$ cat config.mk
export PLATFORM = sky130hd
export DESIGN_NAME = mirqs_top
export DESIGN_NICKNAME = d
export VERILOG_FILES = /design/src/design/mirqs_top.v
export VERILOG_INCLUDE_DIRS = /design/src /design/src/design
export SDC_FILE = /design/constraint.sdc
export NUM_CORES = 1
export LEC_CHECK = 0
export BUFFER_PORTS_ARGS = -buffer_cell sky130_fd_sc_hd__clkbuf_2
export CAP_MARGIN = 20
export CORE_MARGIN = 2
export CORE_UTILIZATION = 50
export DETAILED_ROUTE_END_ITERATION = 12
export GPL_ROUTABILITY_DRIVEN = 0
export PLACE_DENSITY = 0.93
export SYNTH_ARGS = -nofsm -noshare
export SYNTH_HDL_FRONTEND = slang
export SYNTH_SLANG_ARGS = --single-unit
$ cat constraint.sdc
create_clock -name clk_i -period 1.9 [get_ports clk_i]
set_input_delay 0.095 -clock clk_i [delete_from_list [all_inputs] [get_ports clk_i]]
set_output_delay 0.095 -clock clk_i [all_outputs]
set_load 0.02 [all_outputs]
$ cat src/design/mirqs_defines.vh
`ifndef MIRQS_DEFINES_VH
`define MIRQS_DEFINES_VH

// ==========================================================================
// Register byte offsets on the APB.
`define MIRQS_OFF_RX_STATUS      8'h20
`define MIRQS_OFF_IRQ_STATUS     8'h24
`define MIRQS_OFF_IRQ_ENABLE_SET 8'h28
`define MIRQS_OFF_IRQ_ENABLE_CLR 8'h2C
`define MIRQS_OFF_IRQ_MASK_VIEW  8'h30

// ==========================================================================
// Receive status field positions.
`define MIRQS_RXS_FRAME_STORED   1
`define MIRQS_RXS_STORE_FAILED   2

// ==========================================================================
// Interrupt field positions, shared by status, enable, disable and mask.
`define MIRQS_IRQ_MGMT_DONE      0
`define MIRQS_IRQ_RX_DONE        1
`define MIRQS_IRQ_RX_USED        2
`define MIRQS_IRQ_TX_USED        3
`define MIRQS_IRQ_TX_UNDERRUN    4
`define MIRQS_IRQ_RETRY_LIMIT    5
`define MIRQS_IRQ_TX_EXHAUSTED   6
`define MIRQS_IRQ_TX_DONE        7
`define MIRQS_IRQ_RX_OVERRUN     10
`define MIRQS_IRQ_BUS_ERROR      11
`define MIRQS_IRQ_PAUSE_FRAME    12
`define MIRQS_IRQ_PAUSE_ZERO     13

// ==========================================================================
// Implemented bits and reset values.
`define MIRQS_IRQ_VALID          14'h3CFF
`define MIRQS_RXS_VALID          3'h6
`define MIRQS_RST_IRQ_STATUS     14'h0000
`define MIRQS_RST_IRQ_MASK       14'h3CFF
`define MIRQS_RST_RX_STATUS      3'h0

`endif

$ cat src/design/mirqs_top.v
// Function
// - Frame stored sets rx status; one written clears.
// - Store failure sets overrun; recover buffer; W1C.
// - Status bit 0: management done, read clears.
// - Status bit 1: frame stored, read clears.
// - Status bit 2: rx used bit seen.
// - Status bit 3: tx used bit seen.
// - Status bit 4: tx data late or error.
// - Bit 4 also: mid-frame used bit, queue write.
// - Status bit 5: retry limit exceeded, read clears.
// - Status bit 6: tx buffers exhausted mid-frame.
// - Status bit 7: frame transmitted, read clears.
// - Status bit 10: overrun status becoming set.
// - Status bit 11: DMA saw bus error.
// - Status bit 12: valid pause frame received.
// - Status bit 13: pause count reached zero.
// - Enable register ones unmask sources.
// - Disable register ones mask sources.
// - Mask view reads one per masked source.
`timescale 1ns/1ps
`include "mirqs_defines.vh"

module mirqs_top #(
   parameter ADDR_W = 8,
   parameter IRQ_W  = 14
) (
   // Clock and reset.
   input  wire              clk_i,
   input  wire              nrst_i,
   // APB slave.
   input  wire              psel_i,
   input  wire              penable_i,
   input  wire              pwrite_i,
   input  wire [ADDR_W-1:0] paddr_i,
   input  wire [31:0]       pwdata_i,
   output wire [31:0]       prdata_o,
   output wire              pready_o,
   output wire              pslverr_o,
   // Receive events, one-cycle pulses.
   input  wire              rx_done_i,
   input  wire              rx_store_failed_i,
   input  wire              rx_used_bit_seen_i,
   // Transmit events, one-cycle pulses.
   input  wire              tx_used_bit_seen_i,
   input  wire              tx_underrun_i,
   input  wire              tx_midframe_used_i,
   input  wire              tx_queue_ptr_wr_i,
   input  wire              retry_limit_hit_i,
   input  wire              tx_buffers_exhausted_i,
   input  wire              tx_done_i,
   // Bus, pause and management events, one-cycle pulses.
   input  wire              bus_error_i,
   input  wire              pause_frame_seen_i,
   input  wire              pause_count_zero_i,
   input  wire              mgmt_frame_done_i,
   // Status outputs.
   output wire              rx_frame_stored_o,
   output wire              rx_store_failed_o,
   output wire              buf_recover_o,
   output wire              irq_o
);

   // =======================================================================
   // Address decode helper.

   function sel_reg;
      input [ADDR_W-1:0] addr;
      input [7:0]        offset;
      begin
         sel_reg = (addr[7:0] == offset);
      end
   endfunction

   // =======================================================================
   // Reset synchroniser.

   reg rst_meta_ff;
   reg rst_sync_ff;

   always @(posedge clk_i or negedge nrst_i) begin
      if (!nrst_i) begin
         rst_meta_ff <= 1'b0;
         rst_sync_ff <= 1'b0;
      end else begin
         rst_meta_ff <= 1'b1;
         rst_sync_ff <= rst_meta_ff;
      end
   end

   wire rst_n = rst_sync_ff;

   // =======================================================================
   // State registers.

   reg [IRQ_W-1:0] isr_ff;
   reg [IRQ_W-1:0] mask_ff;
   reg             rx_stored_ff;
   reg             rx_failed_ff;
   reg             recover_ff;
   reg             irq_ff;
   reg [31:0]      prdata_ff;
   reg             pready_ff;
   reg             pslverr_ff;

   // =======================================================================
   // APB phases. Setup is answered in the following access cycle.

   wire setup  = psel_i & ~penable_i;
   wire access = psel_i & penable_i & pready_ff;
   wire wr_acc = access & pwrite_i & ~pslverr_ff;
   wire rd_acc = access & ~pwrite_i & ~pslverr_ff;

   wire hit_rxs = sel_reg(paddr_i, `MIRQS_OFF_RX_STATUS);
   wire hit_isr = sel_reg(paddr_i, `MIRQS_OFF_IRQ_STATUS);
   wire hit_ier = sel_reg(paddr_i, `MIRQS_OFF_IRQ_ENABLE_SET);
   wire hit_idr = sel_reg(paddr_i, `MIRQS_OFF_IRQ_ENABLE_CLR);
   wire hit_imr = sel_reg(paddr_i, `MIRQS_OFF_IRQ_MASK_VIEW);
   wire hit_any = hit_rxs | hit_isr | hit_ier | hit_idr | hit_imr;

   // =======================================================================
   // Receive status bits, set by hardware and cleared by a written one.

   wire rxs_wr     = wr_acc & hit_rxs;
   wire clr_stored = rxs_wr & pwdata_i[`MIRQS_RXS_FRAME_STORED];
   wire clr_failed = rxs_wr & pwdata_i[`MIRQS_RXS_STORE_FAILED];

   // A new event in the cycle of the clear keeps the bit set.
   wire nxt_rx_stored = rx_done_i | (rx_stored_ff & ~clr_stored);
   wire nxt_rx_failed = rx_store_failed_i | (rx_failed_ff & ~clr_failed);

   // The overrun interrupt fires only on the status bit's rising edge.
   wire overrun_rise = nxt_rx_failed & ~rx_failed_ff;

   // =======================================================================
   // Interrupt event vector.

   reg [IRQ_W-1:0] ev;

   always @* begin
      ev                           = {IRQ_W{1'b0}};
      ev[`MIRQS_IRQ_MGMT_DONE]     = mgmt_frame_done_i;
      ev[`MIRQS_IRQ_RX_DONE]       = rx_done_i;
      ev[`MIRQS_IRQ_RX_USED]       = rx_used_bit_seen_i;
      ev[`MIRQS_IRQ_TX_USED]       = tx_used_bit_seen_i;
      ev[`MIRQS_IRQ_TX_UNDERRUN]   = tx_underrun_i
                                   | tx_midframe_used_i
                                   | tx_queue_ptr_wr_i;
      ev[`MIRQS_IRQ_RETRY_LIMIT]   = retry_limit_hit_i;
      ev[`MIRQS_IRQ_TX_EXHAUSTED]  = tx_buffers_exhausted_i;
      ev[`MIRQS_IRQ_TX_DONE]       = tx_done_i;
      ev[`MIRQS_IRQ_RX_OVERRUN]    = overrun_rise;
      ev[`MIRQS_IRQ_BUS_ERROR]     = bus_error_i;
      ev[`MIRQS_IRQ_PAUSE_FRAME]   = pause_frame_seen_i;
      ev[`MIRQS_IRQ_PAUSE_ZERO]    = pause_count_zero_i;
   end

   // =======================================================================
   // Per-bit status and mask logic.
   // A status read clears only the bits returned to software, so an event
   // landing between the setup and access cycles is never lost.

   wire [IRQ_W-1:0] valid   = `MIRQS_IRQ_VALID;
   wire             isr_rd  = rd_acc & hit_isr;
   wire             ier_wr  = wr_acc & hit_ier;
   wire             idr_wr  = wr_acc & hit_idr;
   wire [IRQ_W-1:0] nxt_isr;
   wire [IRQ_W-1:0] nxt_mask;

   genvar gi;
   generate
      for (gi = 0; gi < IRQ_W; gi = gi + 1) begin : g_bit
         wire rd_clr = isr_rd & prdata_ff[gi];
         wire unmask = ier_wr & pwdata_i[gi];
         wire domask = idr_wr & pwdata_i[gi];
         // Set wins over the read clear.
         assign nxt_isr[gi]  = valid[gi] & (ev[gi] | (isr_ff[gi] & ~rd_clr));
         // Zero bits leave the mask as it is; a disable beats an enable.
         assign nxt_mask[gi] = valid[gi] & (domask | (mask_ff[gi] & ~unmask));
      end
   endgenerate

   // =======================================================================
   // Read data mux, sampled in the setup cycle.

   reg [31:0] rd_word;

   always @* begin
      rd_word = 32'h0000_0000;
      if (hit_rxs) begin
         rd_word[`MIRQS_RXS_FRAME_STORED] = rx_stored_ff;
         rd_word[`MIRQS_RXS_STORE_FAILED] = rx_failed_ff;
      end else if (hit_isr) begin
         rd_word[IRQ_W-1:0] = isr_ff;
      end else if (hit_imr) begin
         rd_word[IRQ_W-1:0] = mask_ff;
      end
   end

   // =======================================================================
   // Bus answer registers.

   always @(posedge clk_i or negedge rst_n) begin
      if (!rst_n) begin
         prdata_ff  <= 32'h0000_0000;
         pready_ff  <= 1'b0;
         pslverr_ff <= 1'b0;
      end else if (setup) begin
         prdata_ff  <= pwrite_i ? 32'h0000_0000 : rd_word;
         pready_ff  <= 1'b1;
         pslverr_ff <= ~hit_any;
      end else begin
         // Any cycle that is not a setup drops the answer, so an abandoned
         // transfer cannot leave the ready flag standing.
         prdata_ff  <= 32'h0000_0000;
         pready_ff  <= 1'b0;
         pslverr_ff <= 1'b0;
      end
   end

   // =======================================================================
   // Block state.

   always @(posedge clk_i or negedge rst_n) begin
      if (!rst_n) begin
         isr_ff       <= `MIRQS_RST_IRQ_STATUS;
         mask_ff      <= `MIRQS_RST_IRQ_MASK;
         rx_stored_ff <= 1'b0;
         rx_failed_ff <= 1'b0;
         recover_ff   <= 1'b0;
         irq_ff       <= 1'b0;
      end else begin
         isr_ff       <= nxt_isr;
         mask_ff      <= nxt_mask;
         rx_stored_ff <= nxt_rx_stored;
         rx_failed_ff <= nxt_rx_failed;
         recover_ff   <= rx_store_failed_i;
         irq_ff       <= |(nxt_isr & ~nxt_mask);
      end
   end

   // =======================================================================
   // Outputs.

   assign prdata_o          = prdata_ff;
   assign pready_o          = pready_ff;
   assign pslverr_o         = pslverr_ff;
   assign rx_frame_stored_o = rx_stored_ff;
   assign rx_store_failed_o = rx_failed_ff;
   assign buf_recover_o     = recover_ff;
   assign irq_o             = irq_ff;

endmodule

### After elaboration in Yosys (flattened, before gate mapping)

Index checks and enable logic that the tools add are counted.

* reduce and logical (&&, ||, !) cells: 1
* equality and inequality tests: 5
* bitwise operators: 141
* multiplexer cells: 9

Operators with widths (number)
* $and A1 B1 Y1: 76
* $mux W14: 3
* $eq A8 B6 Y1 const B: 5
* $mux W32: 1
* $or A1 B1 Y1: 32
* $not A1 Y1: 31
* $and A14 B14 Y14: 1
* $not A14 Y14: 1
* $reduce_or A14 Y1: 1
* $mux W11: 1
* $mux W1: 3
* $mux W2: 1

* bits of input ports: 59
* word-level logic and storage cells: 167
* bits in registers: 64

### Logic depth before layout (Yosys ltp)

Gate-level depths: netlist of the first run.

* depth in word-level cells: 13
* mapped depth: 8
* mapped depth without buffers: 6

### Worst setup path after synthesis of the first run

Ideal clock, no wire load.

* path type: input to register
* start point: input paddr_i[3]
* end point: register irq_ff (netlist: irq_o)
* data required time: 1.761 ns
* data arrival time: 2.047 ns
* setup slack: -0.286 ns
* stages: 8
* path through: clkbuf_1 -> or4b_1 -> nor4_4 -> buf_6 -> a21boi_0 -> o21bai_2 -> o2111ai_1 -> or4_1

* cells in the longest elaborated chain, start to end: 10
* elaborated cells between the ends (all ways): 124

Ends and longest elaborated chain
* start: declaration: line mirqs_top.v:34 `input wire [ADDR_W-1:0] paddr_i,`
* $eq A8 B6 Y1: line mirqs_top.v:70 `sel_reg = (addr[7:0] == offset);`
* $and A1 B1 Y1: line mirqs_top.v:123 `wire rxs_wr = wr_acc & hit_rxs;`
* $and A1 B1 Y1: line mirqs_top.v:125 `` wire clr_failed = rxs_wr & pwdata_i[`MIRQS_RXS_STORE_FAILED]; ``
* $not A1 Y1: line mirqs_top.v:129 `wire nxt_rx_failed = rx_store_failed_i | (rx_failed_ff & ~clr_failed);`
* $and A1 B1 Y1: line mirqs_top.v:129
* $or A1 B1 Y1: line mirqs_top.v:129
* $and A1 B1 Y1: line mirqs_top.v:132 `wire overrun_rise = nxt_rx_failed & ~rx_failed_ff;`
* $or A1 B1 Y1: line mirqs_top.v:176 `assign nxt_isr[gi] = valid[gi] & (ev[gi] | (isr_ff[gi] & ~rd_clr));`
* $and A14 B14 Y14 (*): line mirqs_top.v:237 `irq_ff <= |(nxt_isr & ~nxt_mask);`
* $reduce_or A14 Y1 (*): line mirqs_top.v:237
* end signal: assignment: line mirqs_top.v:237
* end: declaration: line mirqs_top.v:100 `reg irq_ff;`

Mark *: on every way between the ends. The rest lies on a longest branch, timed or not.

### Worst setup path in the final report of the first run

* start point: register pslverr_ff (netlist: pslverr_o)
* end point: register irq_ff (netlist: irq_o)

* cells in the longest elaborated chain, start to end: 11
* elaborated cells between the ends (all ways): 123

Ends and longest elaborated chain
* start: declaration: line mirqs_top.v:103 `reg pslverr_ff;`
* start signal: assignment: line mirqs_top.v:210 `pslverr_ff <= ~hit_any;`
* $not A1 Y1 (*): line mirqs_top.v:110, mirqs_top.v:111
* $and A1 B1 Y1: line mirqs_top.v:110 `wire wr_acc = access & pwrite_i & ~pslverr_ff;`
* $and A1 B1 Y1: line mirqs_top.v:123
* $and A1 B1 Y1: line mirqs_top.v:125
* $not A1 Y1: line mirqs_top.v:129
* $and A1 B1 Y1: line mirqs_top.v:129
* $or A1 B1 Y1: line mirqs_top.v:129
* $and A1 B1 Y1: line mirqs_top.v:132
* $or A1 B1 Y1: line mirqs_top.v:176
* $and A14 B14 Y14 (*): line mirqs_top.v:237
* $reduce_or A14 Y1 (*): line mirqs_top.v:237

Marked as above.

==> summary.md, run 1 <==
| Metric | Value |
|---|---|
| Max Root-Sink Buffers | 2 |
| Net Sw Frac | 0.259 |
| Cell-internal power | ~1.3 mW |
| Worst endpoint data arrival time | 2.49 ns |
| Layout area overhead | 34.6% |
| Detailed-route wire length | 6380 um |
| Vias in the first global route | 1979 |
| Failing checks | negative setup slack |
| Delay-heaviest family, CP | simple AND/OR/NAND/NOR gates |
| YS warnings | 0 |
| Setup_tns | -0.414 ns |
| Syn Area/Cell | between 10 and 15 um^2 |
| Worst slew pin tran | approximately 0.53 ns |
| Endpoint class of the critical path | flip-flop |
| Storage element area | 0.00112 mm^2 |
| Peak supply drop | 396 uV |
| Area of the multi-input gates | 995 um^2 |
| Register clock-pin slew on the reported worst setup and hold paths | 0.08 ns |
| Final setup margin | -0.414 ns |
| Crit-path max FO | 4 |
| CP Buf/Inv Count | 2 |
| Static Leakage | 1.34 nW |
| Floorplan row count | 23 |
| Data required, critical path | about 2.1 ns |
| WL/cell | 18.2 um |
| Width of the chip | 70.0 um |
| GRT overflow | 0 |
| Residual DRC count | 0 |
| Finished Core Util | 0.716 |
| Max Fclk | 432 MHz |
| Tcrit/Tclk final | 1.22 |
| CTS Root Cell | clkbuf_8 |
| Fillers | 298 |
| Num ports | just under 100 |
| Final Hold Fails | 0 |
| Initial Util | 0.532 |
| First-pass GRT wire length | about 9400 um |
| Largest net degree at the start of global routing | 43 |
| Worst Reg-to-Reg Cells | 8 |
| Syn Std Cell Area | 0.00217 mm^2 |
| Clk sinks | 44 |
| Async S/R FF share, synth | 1.00 |
| Worst hold endpoint | rx_frame_stored_o$_DFF_PN0_ |
| Antenna cells | 0 |
| Port bufs | 56 |
| Reg-to-Reg End | irq_o$_DFF_PN0_ |
| Die Footprint | 0.00489 mm^2 |
| EDFF count, synth | 0 |
| Fin crit period | 2.31 ns |
| Final Max Slew Viols | 0 |
| Worst path max stage delay | 0.53 ns |
| Worst clock skew | around 0.008 ns |
| Core Area | 0.00409 mm^2 |
| Slowest CP cell | or4_1 |
| Hold Crit Depth | 2 |
| Pwr dens | 603 mW/mm^2 |
| CP cell instances | nand4b_1 -> buf_6 -> buf_4 -> nor4_4 -> mux2i_1 -> a22oi_2 -> o211ai_1 -> or4_1 |
| Register bit total from synthesis | 44 |
| Starting DRT DRC Count | 283 |
| Startpoint types | flip-flop |
| Slew Limit Headroom | 0.646 |
| Initial antenna violation count | 0 |
| Drt pass-1 iters | 7 |
| Max-cap violations | 0 |
| Switching pwr | 0.457 mW |
| Post-synth cell types | 44 |
| Hold_sp | rx_done_i |
| Synth Flop Type | dfrtp_1 |
| Final setup viols | 1 |
| CTS tree | built |
| GRT Resource Usage Total | 0.247 |
| Via count | 2001 |
| H-tree Lvls | 2 |
| Nets | 359 |
| R2r setup slk | -0.41 ns |
| DPL Wire Length | 4060 um |
| Overall Power | 1.77 mW |
| RSZ-0062 raised after global routing | true |
| WS Path Type | reg2reg |
| Register area share after synthesis | 0.513 |
| HP Class | in2reg |
| Avg Vias per Cell | 5.70 |
| Combinational share of power | 0.117 |
| Reg2reg start | pslverr_o$_DFF_PN0_ |
| Final ANT Viol Nets | 0 |
| Layout cells sized above 1 | 0.488 |
| TritonCTS Buffers | 5 |
| Flop pwr share | 0.536 |
| Clk Latency, worst-skew pair | 0.31 ns |
| Die Y | 70.0 um |
| Outcome | finished with violations |
| Clock share of power | 0.347 |
| Cells after Synth | 208 |
[registers in the layout, indices dropped and copies added (netlist names)]
signal / count
buf_recover_o: 1
irq_o: 1
isr_ff: 12
mask_ff: 12
prdata_o: 12
pready_o: 1
pslverr_o: 1
rst_meta_ff: 1
rst_n: 1
rx_frame_stored_o: 1
rx_store_failed_o: 1
[routing by layer]
layer  routed length (um)  vias up  GRT usage
li1                     -      880          -
met4                  230        0      0.130
met1                 2500      964      0.310
met5                    0        -          0
met2                 3230      130      0.400
met3                  414       27     0.0505
[layout by cell type, fill, tap and decap left out, drive strengths merged, types with 5 or more instances in the layout]
| cell | Yosys | routed |
|---|---|---|
| nor4 | 8 | 8 |
| nand3 | 9 | 9 |
| nor2 | 18 | 18 |
| inv | 11 | 11 |
| nand2 | 10 | 10 |
| dfrtp | 32 | 32 |
| clkbuf | 8 | 62 |
| dlygate4sd3 | 0 | 5 |
| mux2 | 7 | 7 |
| or2 | 7 | 7 |
| conb | 2 | 21 |
| a21boi | 7 | 7 |
| dfstp | 12 | 12 |
| buf | 22 | 35 |
| a22oi | 11 | 11 |
[power by group through the flow]
stage | registers (mW) | clock network, mW | logic, mW
after global placement | 0.964 | 0 | 0.175
after CTS | 0.947 | 0.626 | 0.190
after floorplan | 0.981 | 0 | 0.103
after global routing | 0.948 | 0.664 | 0.222
final | 0.947 | 0.613 | 0.206
after detailed placement | 0.965 | 0 | 0.179
[how the worst max path moves through the flow]
stage / slack [ns] / cells past startpoint / start / endpoint
global placement: -0.39 / 8 / paddr_i[4] / irq_o$_DFF_PN0_
CTS: -0.32 / 9 / pslverr_o$_DFF_PN0_ / irq_o$_DFF_PN0_
global route: -0.52 / 8 / pslverr_o$_DFF_PN0_ / irq_o$_DFF_PN0_
finish: -0.41 / 8 / pslverr_o$_DFF_PN0_ / irq_o$_DFF_PN0_
floorplan: -0.28 / 7 / pslverr_o$_DFF_PN0_ / irq_o$_DFF_PN0_
detailed placement: -0.52 / 8 / paddr_i[4] / irq_o$_DFF_PN0_
[logic make-up (layout without fill, tap and decap cells)]
kind of cell           count (synthesis)  after routing  synth area share
other                                  2             21           0.00345
AND/OR/NAND/NOR                       71             71             0.185
multiplexers                           9              9            0.0455
buffers and inverters                 41            115             0.112
flip-flops                            44             44             0.513
AO/OA/AOI/OAI                         41             41             0.140
[worst register-to-register path, stage by stage, from the launching register on]
cell	delay, ns
dfrtp_1	0.39
nand4b_1	0.21
buf_6	0.16
buf_4	0.14
nor4_4	0.24
mux2i_1	0.18
a22oi_2	0.21
o211ai_1	0.13
or4_1	0.53
[cells in the mapped netlist, types with 3 or more instances]
cell / instances / share of area
dfstp_2: 12 / 0.14
dfrtp_1: 32 / 0.37
a21boi_0: 6 / 0.021
buf_4: 20 / 0.069
or2_2: 7 / 0.020
nand2_1: 10 / 0.017
nor4_1: 7 / 0.020
nand4_1: 3 / 0.0086
inv_1: 11 / 0.019
a22oi_1: 11 / 0.038
clkbuf_1: 8 / 0.014
nand3_1: 9 / 0.021
mux2_2: 7 / 0.036
nor2_1: 18 / 0.031
a21oi_1: 4 / 0.0092
and3_1: 4 / 0.012
[final cells by class]
type	count	area share
clock buffer	6	0.0282
sequential	44	0.381
multi-input combinational	142	0.340
clock inverter	2	0.00342
inverter	11	0.0141
tap	50	0.0214
timing repair buffer	96	0.212
[timing repair]
| action | 4_1_cts | 5_1_grt |
|---|---|---|
| buffers inserted | 3 | 5 |
| hold buffers | 4 | 1 |
| gates resized for setup | 6 | 21 |
| pin swaps | 2 | 11 |
| endpoints found under the hold margin | 5 | 1 |
| endpoints found under the setup margin | 1 | 2 |
[through the flow]
stage | worst slack [ns] | area, um^2 | hold slack, ns | instances
3_3_place_gp | -0.392 | 2610 | -0.118 | 330
3_5_place_dp | -0.523 | 2610 | -0.117 | 330
6_report | -0.414 | 2930 | 0.0145 | 351
2_1_floorplan | -0.280 | 2250 | -0.201 | 227
5_1_grt | -0.516 | 2930 | 0.0285 | 351
4_1_cts | -0.322 | 2800 | 0.00212 | 345
Note: power is estimated with default switching activity, not from simulation.
==> inputs of run 2 (changes only) <==
--- a/config.mk
+++ b/config.mk
@@ -6,13 +6,15 @@
 export SDC_FILE = /design/constraint.sdc
 export NUM_CORES = 1
 export LEC_CHECK = 0
+export ABC_AREA = 1
 export BUFFER_PORTS_ARGS = -buffer_cell sky130_fd_sc_hd__clkbuf_2
 export CAP_MARGIN = 20
 export CORE_MARGIN = 2
-export CORE_UTILIZATION = 50
+export CORE_UTILIZATION = 52
 export DETAILED_ROUTE_END_ITERATION = 12
 export GPL_ROUTABILITY_DRIVEN = 0
-export PLACE_DENSITY = 0.93
+export PLACE_DENSITY = 0.94
+export SKIP_CTS_REPAIR_TIMING = 1
 export SYNTH_ARGS = -nofsm -noshare
 export SYNTH_HDL_FRONTEND = slang
 export SYNTH_SLANG_ARGS = --single-unit
==> summary.md, run 2 <==
| Metric | Value |
|---|---|
| Slew Limit Headroom | 0.651 (was 0.646) |
| Busiest grt layer | met2 (unchanged) |
| Most frequent cells in the layout | clkbuf_2 (56), nand2_1 (53), inv_1 (46) (was clkbuf_2 (56), dfrtp_1 (32), buf_4 (30)) |
| Starting DRT DRC Count | 154 (was 283) |
| Area of the multi-input gates | 968 um^2 (was 995 um^2) |
| XOR/XNOR Fraction of Synth Area | 0 (unchanged) |
| Tcrit/Tclk final | 0.885 (was 1.22) |
| TritonCTS Buffers | 5 (unchanged) |
| Vias in the first global route | 2036 (was 1979) |
| Peak supply drop | 373 uV (was 396 uV) |
| Async S/R FF share, synth | 1.00 (unchanged) |
| Worst endpoint data arrival time | 1.87 ns (was 2.49 ns) |
| Commonest non-fill, non-tap cell in the layout | clkbuf_2 (unchanged) |
| Crit-path max FO | 12 (was 4) |
| Die Footprint | 0.00520 mm^2 (was 0.00489 mm^2) |
| GR Layer Usage met3 | 0.0611 (was 0.0505) |
| Cell taking the most area after synthesis | dfrtp_1 (unchanged) |
| Synth top area share | 0.332 (was 0.368) |
| Simple-gate share of the synthesized area | 0.298 (was 0.185) |
| Endpoint class of the critical path | flip-flop (unchanged) |
| CP Buf/Inv Count | 2 (unchanged) |
| Complex-gate fraction of the synthesized area | 0.0711 (was 0.140) |
| WP depth | 11 (was 8) |
| Syn Area/Cell | 8.35 um^2 (was 10.5 um^2) |
| Hold_ws | -0.00115 ns (was 0.0145 ns) |
| Top-count cell post-synth | nand2_1 (was dfrtp_1) |
| Detailed-route wire length | 5360 um (was 6380 um) |
| Initial Util | 0.546 (was 0.532) |
| HP Class | in2reg (unchanged) |
| Avg Vias per Cell | 4.81 (was 5.70) |
| Outcome | finished with violations (unchanged) |
| GRT Resource Usage Total | 0.220 (was 0.247) |
| Initial antenna violation count | 0 (unchanged) |
| Cells after Synth | 289 (was 208) |
| Storage element area | 0.00112 mm^2 (unchanged) |
| Setup_tns | 0 ns (was -0.414 ns) |
| Worst path max stage delay | 0.52 ns (was 0.53 ns) |
| Largest net degree at the start of global routing | 43 (unchanged) |
| Register area share after synthesis | 0.463 (was 0.513) |
| H-tree Lvls | 2 (unchanged) |
| Main combinational cell family by area after synthesis | simple AND/OR/NAND/NOR gates (unchanged) |
| Worst Reg-to-Reg Cells | 10 (was 8) |
| Synth top area cells | dfrtp_1 (33%), dfstp_2 (13%), nand2_1 (8.2%), inv_1 (7.2%), buf_4 (6.2%) (was dfrtp_1 (37%), dfstp_2 (14%), buf_4 (6.9%), a22oi_1 (3.8%), mux2_2 (3.6%)) |
| Port bufs | 56 (unchanged) |
| EDFF count, synth | 0 (unchanged) |
| Width of the chip | 72.1 um (was 70.0 um) |
| Layout cells sized above 1 | 0.323 (was 0.488) |
| Delay-heaviest family, CP | simple AND/OR/NAND/NOR gates (unchanged) |
| YS warnings | 0 (unchanged) |
| Num ports | 97 (unchanged) |
| Failing checks | negative hold slack (was negative setup slack) |
| CTS Root Cell | clkbuf_8 (unchanged) |
| Antenna cells | 0 (unchanged) |
| Max-cap violations | 0 (unchanged) |
| First-pass GRT wire length | 8830 um (was 9360 um) |
| Floorplan row count | 24 (was 23) |
| CP cell instances | dlygate4sd3_1 -> clkbuf_2 -> nand3_1 -> nor2_4 -> nand3_2 -> nor2_1 -> a21oi_2 -> nand2_1 -> nand2_1 -> nor2_1 -> nand3_1 (was nand4b_1 -> buf_6 -> buf_4 -> nor4_4 -> mux2i_1 -> a22oi_2 -> o211ai_1 -> or4_1) |
| Synth Flop Type | dfrtp_1 (unchanged) |
| Die Y | 72.1 um (was 70.0 um) |
| Layout area overhead | 17.6% (was 34.6%) |
| Top post-synthesis cells by count | nand2_1 (53), inv_1 (46), dfrtp_1 (32), nor2_1 (32), buf_4 (20) (was dfrtp_1 (32), buf_4 (20), nor2_1 (18), dfstp_2 (12)) |
| Adder-cell share of the synthesized area | 0 (unchanged) |
| GRT overflow | 0 (unchanged) |
| CTS tree | built (unchanged) |
| Syn Std Cell Area | 0.00241 mm^2 (was 0.00217 mm^2) |
| Post-synth cell types | 28 (was 44) |
| Max Root-Sink Buffers | 2 (unchanged) |
| Final Max Slew Viols | 0 (unchanged) |
| Mux cell area share after synthesis | 0 (was 0.0455) |
| Met1 usage | 0.260 (was 0.310) |
| RSZ-0062 raised after global routing | false (was true) |
| Nets | 414 (was 359) |
| Clk Latency, worst-skew pair | 0.30 ns (was 0.31 ns) |
| Worst clock skew | 0.00916 ns (was 0.00798 ns) |
| Core Area | 0.00441 mm^2 (was 0.00409 mm^2) |
| Final ANT Viol Nets | 0 (unchanged) |
| Final setup viols | 0 (was 1) |
| Drt pass-1 iters | 4 (was 7) |
| Met2 layer usage reported by global route | 0.380 (was 0.400) |
| Register clock-pin slew on the reported worst setup and hold paths | 0.09 ns (was 0.08 ns) |
| Residual DRC count | 0 (unchanged) |
| Fin crit period | 1.68 ns (was 2.31 ns) |
| Slowest CP cell | dlygate4sd3_1 (was or4_1) |
| Via count | 1964 (was 2001) |
| Final Hold Fails | 1 (was 0) |
| Fillers | 371 (was 298) |
| Max Fclk | 595 MHz (was 432 MHz) |
| DPL Wire Length | 3770 um (was 4060 um) |
| Pwr dens | 696 mW/mm^2 (was 603 mW/mm^2) |
| Worst slew pin tran | 0.524 ns (was 0.532 ns) |
| Startpoint types | input port (was flip-flop) |
| Data required, critical path | 2.09 ns (was 2.08 ns) |
| WL/cell | 13.1 um (was 18.2 um) |
| Clk sinks | 44 (unchanged) |
| Register bit total from synthesis | 44 (unchanged) |
| Hold Crit Depth | 3 (was 2) |
| WS Path Type | in2reg (was reg2reg) |
| Static Leakage | 1.58 nW (was 1.34 nW) |
==> run 2: per-layer routing <==
layer  share of wire  routed length, um
met5               0                  0
met1            0.40               2160
met2            0.51               2740
met3           0.073                393
met4           0.014                 74
==> run 2: final timing paths <==
check	start	to	slack [ns]
worst min-delay path	mgmt_frame_done_i	isr_ff[0]$_DFF_PN0_	-0.001
worst max-delay path	penable_i	irq_o$_DFF_PN0_	0.22
min in group asynchronous	nrst_i	rst_n$_DFF_PN0_	0.10
worst max register to register	pslverr_o$_DFF_PN0_	irq_o$_DFF_PN0_	0.26
max in group asynchronous	rst_n$_DFF_PN0_	mask_ff[5]$_DFF_PN1_	1.20
worst min register to register	rst_n$_DFF_PN0_	isr_ff[0]$_DFF_PN0_	0.31
==> run 2: tightest hold or removal path, cell delays in order <==
cell and delay, ns:
clkbuf_2 0.08, inv_1 0.03, nand2_1 0.07
==> run 2: kinds of logic (layout without fill, tap and decap cells) <==
kind of cell / after synthesis / in the layout
AND/OR/NAND/NOR: 141 / 141
AO/OA/AOI/OAI: 27 / 27
buffers and inverters: 75 / 123
other: 2 / 21
flip-flops: 44 / 44
==> run 2: per-stage QoR <==
stage,cells,power (mW),worst slack [ns],utilization,cell area [um^2]
2_1_floorplan,308,1.09,0.369,-,2480
3_3_place_gp,395,1.12,0.313,0.601,2660
3_5_place_dp,395,1.13,0.272,0.601,2660
4_1_cts,403,1.97,0.261,0.632,2790
5_1_grt,408,2.04,0.0789,0.643,2840
6_report,408,1.97,0.218,0.643,2840
==> run 2: layout make-up <==
type | count | share of cell area
clock buffer | 6 | 0.0256
clock inverter | 2 | 0.0212
inverter | 48 | 0.0635
multi-input combinational | 189 | 0.341
sequential | 44 | 0.393
tap | 52 | 0.0229
timing repair buffer | 67 | 0.132
==> run 2: report_power, final <==
group | switching [mW] | total, mW | internal [mW]
Sequential | 0.00270 | 0.947 | 0.944
Clock | 0.330 | 0.855 | 0.526
Combinational | 0.118 | 0.172 | 0.0539
==> inputs of run 3 (changes only) <==
--- a/config.mk
+++ b/config.mk
@@ -13,7 +13,7 @@
 export CORE_UTILIZATION = 52
 export DETAILED_ROUTE_END_ITERATION = 12
 export GPL_ROUTABILITY_DRIVEN = 0
-export PLACE_DENSITY = 0.94
+export PLACE_DENSITY = 0.85
 export SKIP_CTS_REPAIR_TIMING = 1
 export SYNTH_ARGS = -nofsm -noshare
 export SYNTH_HDL_FRONTEND = slang
==> summary.md, run 3 (synthesis gave the netlist of run 2 again) <==
| Metric | Value |
|---|---|
| Initial Util | 0.546 (unchanged) |
| Initial antenna violation count | 0 (unchanged) |
| Combinational share of power | 0.092 (was 0.087) |
| Die Y | 72.1 um (unchanged) |
| Data required, critical path | 2.09 ns (about the same) |
| Final Hold Fails | 4 (was 1) |
| Worst slew pin tran | 0.518 ns (was 0.524 ns) |
| TritonCTS Buffers | 5 (unchanged) |
| Switching pwr | 0.434 mW (was 0.450 mW) |
| Flop pwr share | 0.520 (was 0.480) |
| Most frequent cells in the layout | clkbuf_2 (56), nand2_1 (53), inv_1 (46) (unchanged) |
| Crit-path max FO | 12 (unchanged) |
| Pwr dens | 650 mW/mm^2 (was 696 mW/mm^2) |
| Final ANT Viol Nets | 0 (unchanged) |
| Core Area | 0.00441 mm^2 (unchanged) |
| Static Leakage | 1.56 nW (was 1.58 nW) |
| Commonest non-fill, non-tap cell in the layout | clkbuf_2 (unchanged) |
| Final setup margin | 0.258 ns (was 0.218 ns) |
| Clock share of power | 0.388 (was 0.433) |
| Register clock-pin slew on the reported worst setup and hold paths | 0.08 ns (was 0.09 ns) |
| Final Max Slew Viols | 0 (unchanged) |
| Width of the chip | 72.1 um (unchanged) |
| CP cell instances | dlygate4sd3_1 -> clkbuf_2 -> nand3_1 -> nor2_4 -> nand3_2 -> nor2_1 -> a21oi_2 -> nand2_1 -> nand2_1 -> nor2_1 -> nand3_1 (unchanged) |
| First-pass GRT wire length | 8190 um (was 8830 um) |
| Slew Limit Headroom | 0.654 (was 0.651) |
| Floorplan row count | 24 (unchanged) |
| Finished Core Util | 0.634 (was 0.643) |
| Overall Power | 1.82 mW (was 1.97 mW) |
| RSZ-0062 raised after global routing | false (unchanged) |
| Setup WS pre-CTS | 0.295 ns (was 0.272 ns) |
| Residual DRC count | 0 (unchanged) |
| Die Footprint | 0.00520 mm^2 (unchanged) |
| Net Sw Frac | 0.239 (was 0.228) |
| Tcrit/Tclk final | 0.864 (was 0.885) |
| Via count | 1939 (was 1964) |
| DPL Wire Length | 3670 um (was 3770 um) |
| HP Class | in2reg (unchanged) |
| Max-cap violations | 0 (unchanged) |
| GRT Resource Usage Total | 0.204 (was 0.220) |
| Clk Latency, worst-skew pair | 0.30 ns (about the same) |
| Final setup viols | 0 (unchanged) |
| Port bufs | 56 (unchanged) |
| Slowest CP cell | dlygate4sd3_1 (unchanged) |
| Peak supply drop | 394 uV (was 373 uV) |
| Fillers | 386 (was 371) |
| Setup_tns | 0 ns (unchanged) |
| Max Root-Sink Buffers | 2 (unchanged) |
| WS Path Type | in2reg (unchanged) |
| Antenna cells | 0 (unchanged) |
| Failing checks | negative hold slack (unchanged) |
| Startpoint types | input port (unchanged) |
| Detailed-route wire length | 4950 um (was 5360 um) |
| Worst path max stage delay | 0.52 ns (about the same) |
| Fin crit period | 1.64 ns (was 1.68 ns) |
| Hold_ws | -0.00678 ns (was -0.00115 ns) |
| Endpoint class of the critical path | flip-flop (unchanged) |
| Outcome | finished with violations (unchanged) |
| Layout area overhead | 16.1% (was 17.6%) |
| Drt pass-1 iters | 4 (unchanged) |
| WL/cell | 12.2 um (was 13.1 um) |
| Cell-internal power | 1.39 mW (was 1.52 mW) |
| Clk sinks | 44 (unchanged) |
| Avg Vias per Cell | 4.76 (was 4.81) |
| GRT overflow | 0 (unchanged) |
| Num ports | 97 (unchanged) |
| H-tree Lvls | 2 (unchanged) |
| CTS Root Cell | clkbuf_8 (unchanged) |
| Worst endpoint data arrival time | 1.84 ns (was 1.87 ns) |
| Worst clock skew | 0.00750 ns (was 0.00916 ns) |
| Storage element area | 0.00112 mm^2 (unchanged) |
| Layout cells sized above 1 | 0.327 (was 0.323) |
| CTS tree | built (unchanged) |
| Area of the multi-input gates | 968 um^2 (unchanged) |
| Starting DRT DRC Count | 115 (was 154) |
| Nets | 413 (was 414) |
| Max Fclk | 609 MHz (was 595 MHz) |
| Vias in the first global route | 1915 (was 2036) |
| Largest net degree at the start of global routing | 43 (unchanged) |
[run 3: final timing paths]
path | startpoint | to | slack [ns] | depth (start not counted)
worst max-delay path | penable_i | irq_o$_DFF_PN0_ | 0.26 | 11
worst min-delay path | rx_used_bit_seen_i | isr_ff[2]$_DFF_PN0_ | -0.007 | 3
worst max register to register | pslverr_o$_DFF_PN0_ | irq_o$_DFF_PN0_ | 0.30 | 10
worst min register to register | rst_n$_DFF_PN0_ | irq_o$_DFF_PN0_ | 0.31 | 1
max in group asynchronous | rst_n$_DFF_PN0_ | mask_ff[6]$_DFF_PN1_ | 1.21 | 1
min in group asynchronous | nrst_i | rst_meta_ff$_DFF_PN0_ | 0.10 | 2
[run 3: area by class of cell]
| type | count | share of cell area |
|---|---|---|
| Multi-Input combinational cell | 189 | 0.346 |
| Clock inverter | 2 | 0.0125 |
| Clock buffer | 6 | 0.0259 |
| Timing Repair Buffer | 66 | 0.130 |
| Sequential cell | 44 | 0.399 |
| Inverter | 48 | 0.0643 |
| Tap cell | 52 | 0.0232 |
[run 3: layer usage]
metal  vias to the layer above  share of wire  global-route usage
li1                        975              -                   -
met1                       895           0.42               0.249
met2                        56           0.50               0.354
met3                        13          0.056              0.0403
met4                         0          0.020              0.0818
met5                         -              0                   0
[run 3: worst max-delay path: cells and delay by family]
kind / cells / cell delay [ns]
AO/OA/AOI/OAI: 1 / 0.06
buffers and inverters: 2 / 0.63
AND/OR/NAND/NOR: 8 / 1.04
[run 3: through the flow]
step / std cells / instance area [um^2]
finish: 407 / 2800
global route: 407 / 2800
CTS: 404 / 2770
detailed placement: 396 / 2660
global placement: 396 / 2660
floorplan: 308 / 2480
[run 3: power groups by stage]
stage / Combinational (mW) / Clock, mW / Sequential [mW]
global placement: 0.160 / 0 / 0.964
floorplan: 0.111 / 0 / 0.981
global route: 0.187 / 0.746 / 0.948
detailed placement: 0.164 / 0 / 0.965
CTS: 0.164 / 0.723 / 0.947
finish: 0.167 / 0.706 / 0.947
